$ cat config.mk
export PLATFORM = sky130hd
export DESIGN_NAME = arct_timer
export DESIGN_NICKNAME = d
export VERILOG_FILES = /design/src/common/arct_pkg.sv /design/src/common/arct_tick_if.sv /design/src/arct_tick_gen.sv /design/src/arct_timer.sv
export VERILOG_INCLUDE_DIRS = /design/src /design/src/common
export SDC_FILE = /design/constraint.sdc
export NUM_CORES = 1
export LEC_CHECK = 0
export BUFFER_PORTS_ARGS = -buffer_cell sky130_fd_sc_hd__buf_2
export CAP_MARGIN = 20
export CORE_ASPECT_RATIO = 0.75
export CORE_MARGIN = 5
export CORE_UTILIZATION = 26
export DETAILED_ROUTE_END_ITERATION = 16
export PLACE_DENSITY_LB_ADDON = 0.25
export SYNTH_ARGS = -nofsm -noshare
export SYNTH_HDL_FRONTEND = slang
export SYNTH_HIERARCHICAL = 1
export SYNTH_SLANG_ARGS = --single-unit
$ cat constraint.sdc
create_clock -name sys_clk -period 2.6 [get_ports sys_clk]
set_clock_uncertainty 0.05 [all_clocks]
set_input_delay 0.26 -clock sys_clk [delete_from_list [all_inputs] [get_ports sys_clk]]
set_output_delay 0.26 -clock sys_clk [all_outputs]
set_load 0.01 [all_outputs]
$ cat src/common/arct_params.svh
`ifndef ARCT_PARAMS_SVH
`define ARCT_PARAMS_SVH

// register byte offsets on the apb bus
`define ARCT_OFF_CTRL     12'h000
`define ARCT_OFF_RLD_LO   12'h004
`define ARCT_OFF_RLD_HI   12'h008
`define ARCT_OFF_CNT_LO   12'h00c
`define ARCT_OFF_CNT_HI   12'h010
`define ARCT_OFF_CLKSEL   12'h014
`define ARCT_OFF_MASK     12'h018
`define ARCT_OFF_STATUS   12'h01c

// timer_control field positions
`define ARCT_CTRL_HFLAG   7
`define ARCT_CTRL_LFLAG   6
`define ARCT_CTRL_LEN     5
`define ARCT_CTRL_CEN     4
`define ARCT_CTRL_SPLIT   3
`define ARCT_CTRL_RUN     2
`define ARCT_CTRL_EXT_HI  1
`define ARCT_CTRL_EXT_LO  0

// clock_select_reg field positions
`define ARCT_CLK_LSYS     0
`define ARCT_CLK_HSYS     1

// status and mask field positions
`define ARCT_ST_HIGH      0
`define ARCT_ST_LOW       1

// reset values
`define ARCT_RST_BYTE     8'h00

// prescaler ratios
`define ARCT_SYS_DIV      12
`define ARCT_RTC_DIV      8

`endif

$ cat src/common/arct_pkg.sv
package arct_pkg;

  // external clock select codes, in field order
  typedef enum logic [1:0] {
    ARCT_EXT_SYS12,
    ARCT_EXT_RTC8,
    ARCT_EXT_RSVD,
    ARCT_EXT_CMP0
  } arct_ext_t;

  // one byte of register data
  typedef logic [7:0] arct_byte_t;

endpackage

$ cat src/common/arct_tick_if.sv
`timescale 1ns/1ns
// one-cycle count and capture strobes between prescaler and timer
interface arct_tick_if;
  logic tickSys12;  // system clock / 12
  logic tickRtc8;   // every eighth rtc rising edge
  logic tickCmp0;   // comparator 0 rising edge
  modport src (output tickSys12, output tickRtc8, output tickCmp0);
  modport snk (input tickSys12, input tickRtc8, input tickCmp0);
endinterface

$ cat src/arct_tick_gen.sv
`timescale 1ns/1ns
`include "arct_params.svh"
module arct_tick_gen #(
  parameter int SYS_DIV = `ARCT_SYS_DIV,
  parameter int RTC_DIV = `ARCT_RTC_DIV
) (
  // clock and reset
  input  wire logic    sys_clk,
  input  wire logic    rst,
  // asynchronous pins
  input  wire logic    rtcClk,
  input  wire logic    cmp0Out,
  // strobes out
  arct_tick_if.src     ticks
);
  localparam int SW = $clog2(SYS_DIV);
  localparam int RW = $clog2(RTC_DIV);
  localparam logic [SW-1:0] SYS_LAST = SW'(SYS_DIV - 1);
  localparam logic [RW-1:0] RTC_LAST = RW'(RTC_DIV - 1);

  // dividers below two would never produce a slow strobe
  if (SYS_DIV < 2 || RTC_DIV < 2) begin : g_bad_div
    $error("arct_tick_gen: dividers must be at least 2");
  end

  logic [2:0]    rtcSync;     // three-stage rtc synchroniser
  logic [2:0]    cmpSync;     // three-stage comparator synchroniser
  logic          rtcStable;   // debounced rtc level
  logic          cmpStable;   // debounced comparator level
  logic [SW-1:0] sysCnt;      // system clock prescaler
  logic [RW-1:0] rtcCnt;      // rtc edge prescaler
  logic          next_rtcStable;
  logic          next_cmpStable;
  logic [SW-1:0] next_sysCnt;
  logic [RW-1:0] next_rtcCnt;
  logic          rtcRise;
  logic          cmpRise;

  // a level counts only once stages two and three agree
  always_comb begin
    rtcRise        = (rtcSync[1] == rtcSync[2]) && rtcSync[2] && !rtcStable;
    cmpRise        = (cmpSync[1] == cmpSync[2]) && cmpSync[2] && !cmpStable;
    next_rtcStable = (rtcSync[1] == rtcSync[2]) ? rtcSync[2] : rtcStable;
    next_cmpStable = (cmpSync[1] == cmpSync[2]) ? cmpSync[2] : cmpStable;
    next_sysCnt    = (sysCnt == SYS_LAST) ? '0 : sysCnt + SW'(1);
    next_rtcCnt    = rtcCnt;
    if (rtcRise) begin
      next_rtcCnt = (rtcCnt == RTC_LAST) ? '0 : rtcCnt + RW'(1);
    end
  end

  // registers; strobes are registered too
  always_ff @(posedge sys_clk or posedge rst) begin
    if (rst) begin
      rtcSync         <= 3'h0;
      cmpSync         <= 3'h0;
      rtcStable       <= 1'b0;
      cmpStable       <= 1'b0;
      sysCnt          <= '0;
      rtcCnt          <= '0;
      ticks.tickSys12 <= 1'b0;
      ticks.tickRtc8  <= 1'b0;
      ticks.tickCmp0  <= 1'b0;
    end else begin
      rtcSync         <= {rtcSync[1:0], rtcClk};
      cmpSync         <= {cmpSync[1:0], cmp0Out};
      rtcStable       <= next_rtcStable;
      cmpStable       <= next_cmpStable;
      sysCnt          <= next_sysCnt;
      rtcCnt          <= next_rtcCnt;
      ticks.tickSys12 <= (sysCnt == SYS_LAST);
      ticks.tickRtc8  <= rtcRise && (rtcCnt == RTC_LAST);
      ticks.tickCmp0  <= cmpRise;
    end
  end
endmodule // arct_tick_gen

$ cat src/arct_timer.sv
// Our own choices: the register offsets and the APB slave port.
`timescale 1ns/1ns
`include "arct_params.svh"
module arct_timer (
  // clock and reset
  input  wire logic        sys_clk,
  input  wire logic        rst,
  // apb slave
  input  wire logic        psel,
  input  wire logic        penable,
  input  wire logic        pwrite,
  input  wire logic [11:0] paddr,
  input  wire logic [31:0] pwdata,
  output logic             pready,
  output logic [31:0]      prdata,
  output logic             pslverr,
  // asynchronous clock pins
  input  wire logic        rtcClk,
  input  wire logic        cmp0Out,
  // interrupt
  output logic             irq
);

  // strobes from the prescaler
  arct_tick_if tickBus ();

  arct_tick_gen #(
    .SYS_DIV (`ARCT_SYS_DIV),
    .RTC_DIV (`ARCT_RTC_DIV)
  ) u_tick_gen (
    .sys_clk (sys_clk),
    .rst     (rst),
    .rtcClk  (rtcClk),
    .cmp0Out (cmp0Out),
    .ticks   (tickBus.src)
  );

  // timer state
  arct_pkg::arct_byte_t countLow;          // low half of the count
  arct_pkg::arct_byte_t countHigh;         // high half of the count
  arct_pkg::arct_byte_t reloadLow;         // low reload or capture
  arct_pkg::arct_byte_t reloadHigh;        // high reload or capture
  logic                 highOverflowFlag;  // sticky high overflow
  logic                 lowOverflowFlag;   // sticky low overflow
  logic                 lowOverflowIrqEn;  // low overflow may interrupt
  logic                 captureModeEn;     // capture mode on
  logic                 splitModeSel;      // two 8-bit timers
  logic                 runCtrl;           // run control
  arct_pkg::arct_ext_t  extClockSel;       // external clock select
  logic                 lowSysclkSel;      // low half on system clock
  logic                 highSysclkSel;     // high half on system clock
  logic                 timerIrqEn;        // timer interrupt enable

  // next values of the timer state
  arct_pkg::arct_byte_t next_countLow;
  arct_pkg::arct_byte_t next_countHigh;
  arct_pkg::arct_byte_t next_reloadLow;
  arct_pkg::arct_byte_t next_reloadHigh;
  logic                 next_highOverflowFlag;
  logic                 next_lowOverflowFlag;
  logic                 next_lowOverflowIrqEn;
  logic                 next_captureModeEn;
  logic                 next_splitModeSel;
  logic                 next_runCtrl;
  arct_pkg::arct_ext_t  next_extClockSel;
  logic                 next_lowSysclkSel;
  logic                 next_highSysclkSel;
  logic                 next_timerIrqEn;
  logic                 next_irq;

  // bus next values
  logic                 next_pready;
  logic [31:0]          next_prdata;
  logic                 next_pslverr;

  // decoded strobes
  logic                 wrEn;              // write takes effect now
  logic                 lowTick;           // low half count strobe
  logic                 highTick;          // high half count strobe
  logic                 captureEvt;        // capture strobe
  logic [7:0]           wrByte;            // low byte of write data

  function automatic logic pickTick(
    input logic                sysSel,
    input arct_pkg::arct_ext_t ext,
    input logic                t12,
    input logic                tRtc,
    input logic                tCmp
  );
    logic t;
    t = 1'b0;
    if (sysSel) begin
      t = 1'b1;
    end else begin
      unique case (ext)
        arct_pkg::ARCT_EXT_SYS12: t = t12;
        arct_pkg::ARCT_EXT_RTC8:  t = tRtc;
        arct_pkg::ARCT_EXT_RSVD:  t = 1'b0;
        arct_pkg::ARCT_EXT_CMP0:  t = tCmp;
      endcase
    end
    return t;
  endfunction

  // address decode used by the error path only; the read path has its own case
  function automatic logic isMapped(input logic [11:0] a);
    return (a == `ARCT_OFF_CTRL)   || (a == `ARCT_OFF_RLD_LO) ||
           (a == `ARCT_OFF_RLD_HI) || (a == `ARCT_OFF_CNT_LO) ||
           (a == `ARCT_OFF_CNT_HI) || (a == `ARCT_OFF_CLKSEL) ||
           (a == `ARCT_OFF_MASK)   || (a == `ARCT_OFF_STATUS);
  endfunction

  // timer control as software sees it
  function automatic logic [7:0] ctrlView(
    input logic h, input logic l, input logic len, input logic cen,
    input logic sp, input logic run, input logic [1:0] ext
  );
    return {h, l, len, cen, sp, run, ext};
  endfunction

  // strobes for both halves and for capture
  always_comb begin
    wrEn       = psel && penable && pready && pwrite;
    wrByte     = pwdata[7:0];
    lowTick    = pickTick(lowSysclkSel, extClockSel, tickBus.tickSys12,
                          tickBus.tickRtc8, tickBus.tickCmp0);
    highTick   = pickTick(highSysclkSel, extClockSel, tickBus.tickSys12,
                          tickBus.tickRtc8, tickBus.tickCmp0);
    // capture source from select bit 1
    captureEvt = captureModeEn && (extClockSel[1] ? tickBus.tickCmp0
                                                  : tickBus.tickRtc8);
  end

  // next timer state: software first, hardware events after it
  always_comb begin
    next_countLow         = countLow;
    next_countHigh        = countHigh;
    next_reloadLow        = reloadLow;
    next_reloadHigh       = reloadHigh;
    next_highOverflowFlag = highOverflowFlag;
    next_lowOverflowFlag  = lowOverflowFlag;
    next_lowOverflowIrqEn = lowOverflowIrqEn;
    next_captureModeEn    = captureModeEn;
    next_splitModeSel     = splitModeSel;
    next_runCtrl          = runCtrl;
    next_extClockSel      = extClockSel;
    next_lowSysclkSel     = lowSysclkSel;
    next_highSysclkSel    = highSysclkSel;
    next_timerIrqEn       = timerIrqEn;
    next_irq              = 1'b0;

    // software writes; flags can only be cleared, through status
    if (wrEn) begin
      unique case (paddr)
        `ARCT_OFF_CTRL: begin
          next_lowOverflowIrqEn = wrByte[`ARCT_CTRL_LEN];
          next_captureModeEn    = wrByte[`ARCT_CTRL_CEN];
          next_splitModeSel     = wrByte[`ARCT_CTRL_SPLIT];
          next_runCtrl          = wrByte[`ARCT_CTRL_RUN];
          next_extClockSel      = arct_pkg::arct_ext_t'(wrByte[1:0]);
        end
        `ARCT_OFF_RLD_LO: next_reloadLow  = wrByte;
        `ARCT_OFF_RLD_HI: next_reloadHigh = wrByte;
        `ARCT_OFF_CNT_LO: next_countLow   = wrByte;
        `ARCT_OFF_CNT_HI: next_countHigh  = wrByte;
        `ARCT_OFF_CLKSEL: begin
          next_lowSysclkSel  = wrByte[`ARCT_CLK_LSYS];
          next_highSysclkSel = wrByte[`ARCT_CLK_HSYS];
        end
        `ARCT_OFF_MASK: begin
          // bit 1 is the same storage as the control low enable
          next_timerIrqEn       = wrByte[`ARCT_ST_HIGH];
          next_lowOverflowIrqEn = wrByte[`ARCT_ST_LOW];
        end
        `ARCT_OFF_STATUS: begin
          if (wrByte[`ARCT_ST_HIGH]) begin
            next_highOverflowFlag = 1'b0;
          end
          if (wrByte[`ARCT_ST_LOW]) begin
            next_lowOverflowFlag = 1'b0;
          end
        end
        default: begin
          // unmapped: nothing stored
        end
      endcase
    end

    // mode chosen by the split bit
    if (splitModeSel) begin
      if (lowTick) begin
        if (countLow == 8'hff) begin
          // low reloads from its own value
          next_countLow        = reloadLow;
          next_lowOverflowFlag = 1'b1;
        end else begin
          next_countLow = countLow + 8'h01;
        end
      end
      if (runCtrl && highTick) begin
        if (countHigh == 8'hff) begin
          // high reloads from its own value
          next_countHigh        = reloadHigh;
          next_highOverflowFlag = 1'b1;
        end else begin
          next_countHigh = countHigh + 8'h01;
        end
      end
    end else if (runCtrl && lowTick) begin
      if ({countHigh, countLow} == 16'hffff) begin
        next_countLow         = reloadLow;
        next_countHigh        = reloadHigh;
        next_highOverflowFlag = 1'b1;
        next_lowOverflowFlag  = 1'b1;
      end else if (countLow == 8'hff) begin
        // low byte wrap sets low flag
        next_countLow         = 8'h00;
        next_countHigh        = countHigh + 8'h01;
        next_lowOverflowFlag  = 1'b1;
      end else begin
        next_countLow = countLow + 8'h01;
      end
    end

    // capture copies the count; it beats a reload write
    if (captureEvt) begin
      next_reloadLow        = countLow;
      next_reloadHigh       = countHigh;
      next_highOverflowFlag = 1'b1;
    end

    // low flag joins when low enable set
    next_irq = next_timerIrqEn && (next_highOverflowFlag ||
               (next_lowOverflowIrqEn && next_lowOverflowFlag));
  end

  // apb: one wait cycle so read data comes from a flip-flop
  always_comb begin
    next_pready  = psel && penable && !pready;
    next_pslverr = next_pready && !isMapped(paddr);
    next_prdata  = 32'h0000_0000;
    if (next_pready && !pwrite) begin
      unique case (paddr)
        `ARCT_OFF_CTRL:   next_prdata[7:0] = ctrlView(highOverflowFlag,
                              lowOverflowFlag, lowOverflowIrqEn, captureModeEn,
                              splitModeSel, runCtrl, extClockSel);
        `ARCT_OFF_RLD_LO: next_prdata[7:0] = reloadLow;
        `ARCT_OFF_RLD_HI: next_prdata[7:0] = reloadHigh;
        `ARCT_OFF_CNT_LO: next_prdata[7:0] = countLow;
        `ARCT_OFF_CNT_HI: next_prdata[7:0] = countHigh;
        `ARCT_OFF_CLKSEL: next_prdata[1:0] = {highSysclkSel, lowSysclkSel};
        `ARCT_OFF_MASK:   next_prdata[1:0] = {lowOverflowIrqEn, timerIrqEn};
        `ARCT_OFF_STATUS: next_prdata[1:0] = {lowOverflowFlag, highOverflowFlag};
        default:          next_prdata      = 32'h0000_0000;
      endcase
    end
  end

  // register everything; reset leaves the timer stopped
  always_ff @(posedge sys_clk or posedge rst) begin
    if (rst) begin
      countLow         <= `ARCT_RST_BYTE;
      countHigh        <= `ARCT_RST_BYTE;
      reloadLow        <= `ARCT_RST_BYTE;
      reloadHigh       <= `ARCT_RST_BYTE;
      highOverflowFlag <= 1'b0;
      lowOverflowFlag  <= 1'b0;
      lowOverflowIrqEn <= 1'b0;
      captureModeEn    <= 1'b0;
      splitModeSel     <= 1'b0;
      runCtrl          <= 1'b0;
      extClockSel      <= arct_pkg::ARCT_EXT_SYS12;
      lowSysclkSel     <= 1'b0;
      highSysclkSel    <= 1'b0;
      timerIrqEn       <= 1'b0;
      irq              <= 1'b0;
      pready           <= 1'b0;
      prdata           <= 32'h0000_0000;
      pslverr          <= 1'b0;
    end else begin
      countLow         <= next_countLow;
      countHigh        <= next_countHigh;
      reloadLow        <= next_reloadLow;
      reloadHigh       <= next_reloadHigh;
      highOverflowFlag <= next_highOverflowFlag;
      lowOverflowFlag  <= next_lowOverflowFlag;
      lowOverflowIrqEn <= next_lowOverflowIrqEn;
      captureModeEn    <= next_captureModeEn;
      splitModeSel     <= next_splitModeSel;
      runCtrl          <= next_runCtrl;
      extClockSel      <= next_extClockSel;
      lowSysclkSel     <= next_lowSysclkSel;
      highSysclkSel    <= next_highSysclkSel;
      timerIrqEn       <= next_timerIrqEn;
      irq              <= next_irq;
      pready           <= next_pready;
      prdata           <= next_prdata;
      pslverr          <= next_pslverr;
    end
  end
endmodule // arct_timer

==> impl_metrics.yaml, run 1 <==
global_route:
  grt_pass1_wl_um: 18300
  grt_max_degree: 24
  grt_antenna_before_repair: 0
  grtUsageTotal_pct: 12.6
  grt_overflow: 0
  grt_pass1_vias: 3323
sta:
  slew_headroom_pct: 55.1
  finalHoldViolCount: 0
  tightest_slew_ns: 0.673
  post-route-period-util_pct: 90.3
  finalWorstSetupSlack_ns: 0.253
  period_minus_slack_ns: 2.35
  setup_violations: 0
  max_freq_ghz: 0.426
  drv_slew: 0
  rsz0062_at_grt: "no"
  setup_tns_ns: 0
status:
  outcome: "finished, final reports clean"
pwr:
  power_uw: 2700
  leakage_uw: 0.00216
  p_per_area_nw_per_um2: 550
  peakVddDrop_mv: 0.216
floorplanning:
  io_pins: 86
  die_area_sq_um: 18700
  die_x_um: 156
  fp.dieH_um: 120
  initial_core_util_pct: 26.3
  fp.coreArea_sq_um: 15900
  rows: 40
cells_and_area:
  final_cell_mix: "dfrtp_1, nor2_1, nand2_1"
  final.fill_count: 1672
  area_growth_pct: 17.7
  layout.nets: 524
  final_cells: 681
  final_common_cell: "dfrtp_1"
  drive_above_1_share_pct: 23.4
  diodes: 0
  post-route-cell-area_sq_um: 4910
synthesis:
  synth_edf_count: 0
  muxShareOfSynthArea_pct: 14.3
  syn_inst: 422
  syn_area_per_cell_sq_um: 9.87
  synth_compound_gate_area_share_pct: 14.1
  synthArstFlopShare_pct: 100
  synthAdderAreaFrac_pct: 2.10
  synth_xor_area_share_pct: 0.631
  syn_area_sq_um: 4170
  netlist_top_cells_area: "dfrtp_1, mux2i_1, buf_4, mux2_2, nor2_1"
  ys_seq_area_share_pct: 43.2
  ys_ff_latch: 72
  synth_top_area_share_pct: 43.2
  synth_cell_types: 67
  synthFlopType: "dfrtp_1"
  synth_top_area_cell: "dfrtp_1"
  synth_top_family_by_area: "simple AND/OR/NAND/NOR gates"
  yosys_warnings: 6
  synthSimpleGateAreaFrac_pct: 17.9
critical_path:
  reg2reg_depth: 6
  path_class: "reg2reg"
  critical_path_required_ns: 2.83
  setup.worst_path.start_class: "flip-flop"
  crit_arrival_ns: 2.57
  cp_max_fo: 8
  end_kind: "flip-flop"
place:
  place_area_sq_um: 4570
  dp_hpwl_um: 8620
  place_inst: 662
  io_buffers: 37
  pre_cts_slack_ns: 0.299
  gp_routability_congestion: 0.784
cts:
  cts.sinks: 72
  root_buffer: "clkbuf_16"
  numCtsBuffers: 9
  cts_tree: "done"
  clk_path_buf_depth: 2
  postCtsSetupBuffers: 0
  h-tree-depth: 3
  clk_pin_slew_worst_paths_ns: 0.06
  clk_latency_ns: 0.34
flow_run:
  maxCapViolCount: 0
drt:
  drt_wl_total_um: 11600
  remaining_drc_errors: 0
  drt-pass1-iter-count: 6
  vias: 3316
  wl_per_cell_um: 17.1
  initialDrtViolationCount: 244
  via_per_inst: 4.87
  antenna_left: 0
worst_hold_path:
  hold_depth: 3
  hp-class: "in2reg"
power by group:
| part | total [uW] | switching (uW) | internal (uW) | leakage (uW) |
|---|---|---|---|---|
| Sequential | 1180 | 23.6 | 1160 | 0.000813 |
| Clock | 1280 | 528 | 755 | 0.000151 |
| Combinational | 234 | 130 | 104 | 0.00120 |
| Total | 2700 | 682 | 2020 | 0.00216 |
layer usage:
metal | track usage (%) | routed length [um] | vias up
met2 | 18.3 | 5050 | 100
met1 | 18.3 | 5670 | 1628
met3 | 3.64 | 806 | 11
met4 | 3.09 | 112 | 0
li1 | - | - | 1577
met5 | 0 | 0 | -
worst max-delay path, cell delays in order (launching register included):
cell     delay [ns]
dfrtp_1        0.47
ha_1           0.25
and4_1         0.36
and4_1         0.42
nand2_1        0.09
a21oi_1        0.42
a221o_1        0.23
worst paths after layout:
| kind | startpoint | end | slack, ns |
|---|---|---|---|
| worst max-delay path | countHigh[1] | countLow[5] | 0.25 |
| worst min-delay path | pwdata[7] | reloadLow[7] | 0.18 |
| worst max register to register | countHigh[1] | countLow[5] | 0.25 |
| worst min register to register | u_tick_gen/rtcSync[0] | u_tick_gen/rtcSync[1] | 0.30 |
| max in group asynchronous | rst | reloadLow[6] | 1.47 |
| min in group asynchronous | rst | reloadHigh[1] | 0.41 |
synthesized netlist by cell type, types with 3 or more instances:
master	instances
nor3_1	6
or2_2	3
mux2_2	16
a311oi_1	3
clkbuf_1	18
dfrtp_1	72
nor2_1	43
mux2i_1	31
a21oi_1	27
nand4_1	8
mux2_4	4
or3b_1	3
inv_1	7
o2bb2ai_1	3
a31oi_1	10
a222oi_1	6
buf_2	5
nand2_1	40
and4_1	4
buf_4	24
ha_1	7
nand3_1	6
nor2b_1	4
o21ai_0	15
registers in the layout, indices dropped and copies added, names as in the netlist, 2 cells and up:
register and cells:
countLow 8, reloadLow 8, u_tick_gen/rtcCnt 3, extClockSel 2, u_tick_gen/cmpSync 3, prdata 8, u_tick_gen/sysCnt 4, u_tick_gen/rtcSync 3
reloadHigh 8, countHigh 8
stage by stage:
step / util, % / hold slack, ns
after floorplan: - / 0.149
after global placement: 28.8 / 0.233
after detailed placement: 28.8 / 0.244
after CTS: 30.9 / 0.177
after global routing: 30.9 / 0.198
final: 30.9 / 0.183
cells by family after synthesis:
group / count (synthesis)
and+or+nand+nor: 140
AOI/OAI and AO/OA: 89
DFF: 72
buffers and inverters: 57
muxes: 53
adders and majority gates: 7
xor gates and xnor gates: 3
other: 1
area by class of cell:
class	count	area [sq um]	area share, %
Inverter	7	26.3	0.536
Clock buffer	9	225	4.59
Clock inverter	7	78.8	1.61
Tap cell	210	263	5.36
Timing Repair Buffer	60	378	7.70
Multi-Input combinational cell	316	2130	43.5
Sequential cell	72	1800	36.7
what timing repair did:
action | 4_1_cts | 5_1_grt
hold endpoints to repair | 18 | 0
resized for setup | 0 | 0
hold buffers | 3 | 0
Note: power is estimated with default switching activity, not from simulation.
==> run 2, diff against run 1 <==
--- a/config.mk
+++ b/config.mk
@@ -12,7 +12,7 @@
 export CORE_MARGIN = 5
 export CORE_UTILIZATION = 26
 export DETAILED_ROUTE_END_ITERATION = 16
-export PLACE_DENSITY_LB_ADDON = 0.25
+export PLACE_DENSITY = 0.49
 export SYNTH_ARGS = -nofsm -noshare
 export SYNTH_HDL_FRONTEND = slang
 export SYNTH_HIERARCHICAL = 1
==> run 2 against run 1 <==
  * Total power is 3.1% higher
  * Hold slack hardly changed
  * Via count is 1.1% higher
  * Non-clock buffer count is 3 lower
  * Global-route usage is 0.22 points lower
==> impl_metrics.yaml, run 2 (synthesized netlist as in run 1, its figures left out) <==
pwr:
  p_per_area_nw_per_um2: 565
  peakVddDrop_mv: 0.265
  leakage_uw: 0.00216
place:
  dp_hpwl_um: 8440
  place_inst: 659
  io_buffers: 37
  pre_cts_slack_ns: 0.299
  gp_routability_congestion: 0.811
cts:
  cts_tree: "done"
  clk_latency_ns: 0.34
  numCtsBuffers: 9
  clk_path_buf_depth: 2
  cts.sinks: 72
  clk_pin_slew_worst_paths_ns: 0.06
  h-tree-depth: 3
  root_buffer: "clkbuf_16"
cells_and_area:
  area_growth_pct: 18.1
  diodes: 0
  final.fill_count: 1646
  drive_above_1_share_pct: 22.9
  multi_input_area_sq_um: 2130
  layout.nets: 521
  final_cells: 678
  final_common_cell: "dfrtp_1"
  ff_latch_area_sq_um: 1800
  final_cell_mix: "dfrtp_1, nor2_1, nand2_1"
  fin_util_pct: 31.0
worst_hold_path:
  hp-class: "in2reg"
  hold_depth: 3
critical_path:
  reg2reg_depth: 6
  crit_arrival_ns: 2.56
  critical_path_required_ns: 2.83
  r2r-end: "countLow[5]"
  r2r-start: "countHigh[1]"
  setup.worst_path.start: "countHigh[1]"
  cp_max_fo: 8
  path_class: "reg2reg"
  reg2reg_slack_ns: 0.26
  crit_path_end: "countLow[5]"
  setup.worst_path.start_class: "flip-flop"
  end_kind: "flip-flop"
global_route:
  grt_pass1_wl_um: 18000
  grt_max_degree: 33
  grtUsageTotal_pct: 12.3
  grt_overflow: 0
  grt_antenna_before_repair: 0
  grt_pass1_vias: 3276
drt:
  initialDrtViolationCount: 214
  drt-pass1-iter-count: 5
  antenna_left: 0
  via_per_inst: 4.94
  drt_wl_total_um: 11500
  remaining_drc_errors: 0
  wl_per_cell_um: 17.0
  vias: 3352
floorplanning:
  initial_core_util_pct: 26.3
  fp.dieH_um: 120
  rows: 40
  fp.coreArea_sq_um: 15900
  io_pins: 86
  die_x_um: 156
  die_area_sq_um: 18700
sta:
  post-route-period-util_pct: 89.9
  period_minus_slack_ns: 2.34
  finalHoldViolCount: 0
  drv_slew: 0
  max_freq_ghz: 0.428
  finalWorstSetupSlack_ns: 0.264
  setup_tns_ns: 0
  rsz0062_at_grt: "no"
  whs_ns: 0.183
  tightest_slew_ns: 0.662
  slew_headroom_pct: 55.8
  setup_violations: 0
flow_run:
  maxCapViolCount: 0
status:
  outcome: "finished, final reports clean"
-- run 2: how the worst min path moves through the flow --
stage | from | endpoint | slack [ns]
after detailed placement | u_tick_gen/rtcSync[0] | u_tick_gen/rtcSync[1] | 0.29
after floorplan | rst | u_tick_gen/cmpStable | 0.15
after global routing | pwdata[7] | reloadLow[7] | 0.19
after global placement | u_tick_gen/rtcSync[0] | u_tick_gen/rtcSync[1] | 0.28
after CTS | pwdata[5] | reloadLow[5] | 0.18
final | pwdata[5] | reloadLow[5] | 0.18
-- run 2: repair_timing --
action                                 4_1_cts  5_1_grt
endpoints found under the hold margin       24        0
gates resized for setup                      0        0
buffers inserted                             0        0
hold buffers                                 3        0
-- run 2: final cells by class --
class                           instances  share of cell area (%)
Sequential cell                        72                    36.6
Timing Repair Buffer                   57                    7.48
Inverter                                7                   0.534
Clock buffer                            9                    4.58
Tap cell                              210                    5.34
Clock inverter                          7                    2.09
Multi-Input combinational cell        316                    43.4
-- run 2: per-layer routing --
layer / vias up / GRT usage, % / part of all wire, %
met4: 0 / 3.41 / 0.89
met1: 1668 / 17.7 / 48
met2: 98 / 18.2 / 45
met5: - / 0 / 0
met3: 9 / 3.42 / 6.9
li1: 1577 / - / -
-- run 2: power by group --
| part | switching, uW | total [uW] | internal (uW) |
|---|---|---|---|
| sequential | 23.8 | 1180 | 1160 |
| combinational | 128 | 233 | 104 |
| clock | 518 | 1370 | 850 |
-- run 2: critical path, cell delays in order (launching register included) --
cell	delay (ns)
dfrtp_1	0.44
ha_1	0.23
and4_1	0.35
and4_1	0.44
nand2_1	0.09
a21oi_1	0.44
a221o_1	0.23
-- run 2: per-stage QoR --
stage	instance area [sq um]	power, uW
floorplan	4250	1380
global placement	4560	1420
detailed placement	4560	1430
CTS	4920	2820
global route	4920	2900
finish	4920	2780
==> run 3, diff against run 2 <==
--- a/config.mk
+++ b/config.mk
@@ -8,11 +8,13 @@
 export LEC_CHECK = 0
 export BUFFER_PORTS_ARGS = -buffer_cell sky130_fd_sc_hd__buf_2
 export CAP_MARGIN = 20
+export CELL_PAD_IN_SITES_DETAIL_PLACEMENT = 1
+export CELL_PAD_IN_SITES_GLOBAL_PLACEMENT = 1
 export CORE_ASPECT_RATIO = 0.75
 export CORE_MARGIN = 5
 export CORE_UTILIZATION = 26
 export DETAILED_ROUTE_END_ITERATION = 16
-export PLACE_DENSITY = 0.49
+export PLACE_DENSITY = 0.59
 export SYNTH_ARGS = -nofsm -noshare
 export SYNTH_HDL_FRONTEND = slang
 export SYNTH_HIERARCHICAL = 1
==> run 3 against run 2 <==
  * Total power is 3.7% higher
  * Combinational power hardly changed
  * Count of clock-buffer cells in the layout is 1 higher
  * Cell area is 0.33% higher
  * Die area stayed put
  * Flip-flop and latch count stayed put
  * Hold slack better by 0.00053 ns
  * Fmax is 0.23% lower
  * Critical path type unchanged
  * Largest power group unchanged
==> impl_metrics.yaml, run 3 (synthesized netlist as in run 1, its figures left out) <==
status:
  outcome: "finished, final reports clean"
cells_and_area:
  drive_above_1_share_pct: 23.2
  post-route-cell-area_sq_um: 4940
  final_common_cell: "dfrtp_1"
  final_cell_mix: "dfrtp_1, nor2_1, nand2_1"
  area_growth_pct: 18.5
  layout.nets: 523
  diodes: 0
drt:
  via_per_inst: 4.90
  wl_per_cell_um: 17.9
  drt_wl_total_um: 12100
  antenna_left: 0
  drt-pass1-iter-count: 4
  vias: 3330
  remaining_drc_errors: 0
  initialDrtViolationCount: 147
pwr:
  p_per_area_nw_per_um2: 584
  leakage_uw: 0.00217
  peakVddDrop_mv: 0.289
floorplanning:
  rows: 40
  fp.dieH_um: 120
  die_x_um: 156
  io_pins: 86
  fp.coreArea_sq_um: 15900
  die_area_sq_um: 18700
  initial_core_util_pct: 26.3
global_route:
  grt_overflow: 0
  gr-usage-met3_pct: 2.99
  grt_max_degree: 27
  grt_busiest_layer: "met2"
  met1_usage_pct: 18.8
  grt_pass1_wl_um: 19800
  grt_pass1_vias: 3557
  use_met2_pct: 21.3
  grtUsageTotal_pct: 13.4
  grt_antenna_before_repair: 0
sta:
  finalHoldViolCount: 0
  setup_violations: 0
  drv_slew: 0
  tightest_slew_ns: 0.698
  max_freq_ghz: 0.427
  slew_headroom_pct: 53.4
  period_minus_slack_ns: 2.34
  setup_tns_ns: 0
  rsz0062_at_grt: "no"
  finalWorstSetupSlack_ns: 0.258
  post-route-period-util_pct: 90.1
critical_path:
  r2r-end: "countLow[5]"
  reg2reg_depth: 6
  reg2reg_slack_ns: 0.26
  cp_max_fo: 8
  critical_path_required_ns: 2.82
  path_class: "reg2reg"
  r2r-start: "countHigh[1]"
  crit_arrival_ns: 2.56
  end_kind: "flip-flop"
  setup.worst_path.start_class: "flip-flop"
worst_hold_path:
  hp-class: "in2reg"
  hold_end: "reloadLow[6]"
  min_from: "pwdata[6]"
  hold_depth: 3
cts:
  postCtsSetupBuffers: 0
  clk_pin_slew_worst_paths_ns: 0.06
  cts.sinks: 72
  cts_hold_buf: 3
  h-tree-depth: 3
  post_cts_resized: 0
  root_buffer: "clkbuf_16"
  cts_tree: "done"
  clk_path_buf_depth: 2
  clk_latency_ns: 0.34
  numCtsBuffers: 9
place:
  gp_routability_congestion: 0.785
  io_buffers: 37
  dp_hpwl_um: 9110
  pre_cts_slack_ns: 0.302
  place_area_sq_um: 4550
flow_run:
  maxCapViolCount: 0
-- run 3: worst max-delay path, cell delays in order, from the launching register on --
cell and delay (ns):
dfrtp_1 0.47, ha_1 0.24, and4_1 0.34, and4_1 0.44, nand2_1 0.09, a21oi_1 0.41, a221o_1 0.23
-- run 3: routing by layer --
| metal | up-vias | share of wire [%] |
|---|---|---|
| met3 | 8 | 5.3 |
| met4 | 0 | 0.86 |
| met5 | - | 0 |
| met2 | 66 | 47 |
| li1 | 1572 | - |
| met1 | 1684 | 46 |
-- run 3: worst max path at each step --
stage / start / to / slack (ns) / depth (start not counted)
finish: countHigh[1] / countLow[5] / 0.26 / 6
global route: countHigh[1] / countLow[5] / 0.07 / 6
CTS: countLow[0] / countHigh[3] / 0.28 / 8
detailed placement: paddr[7] / reloadLow[5] / 0.30 / 6
global placement: countHigh[1] / countLow[5] / 0.33 / 6
floorplan: pready / countHigh[2] / 0.56 / 7
-- run 3: layout make-up --
cell class              count  area [sq um]
clock buffers              10           239
clock inverters             6           115
fillers                  1820         10900
inverters                   7          26.3
multi-input cells         316          2130
flip-flops and latches     72          1800
well taps                 210           263
repair buffers             59           358
-- run 3: stage by stage --
stage | std cells | power, uW | utilization, % | hold slack, ns
final | 680 | 2880 | 31.1 | 0.184
after floorplan | 445 | 1380 | - | 0.149
after CTS | 680 | 2920 | 31.1 | 0.181
after global routing | 680 | 3010 | 31.1 | 0.186
after detailed placement | 661 | 1440 | 28.7 | 0.238
after global placement | 661 | 1420 | 28.7 | 0.242
-- run 3: where the power goes --
| part | total [uW] | internal, uW | leakage [uW] | switching [uW] |
|---|---|---|---|---|
| registers | 1180 | 1160 | 0.000813 | 25.7 |
| clock network | 1470 | 969 | 0.000169 | 497 |
| logic | 235 | 105 | 0.00119 | 131 |
| total | 2880 | 2230 | 0.00217 | 653 |
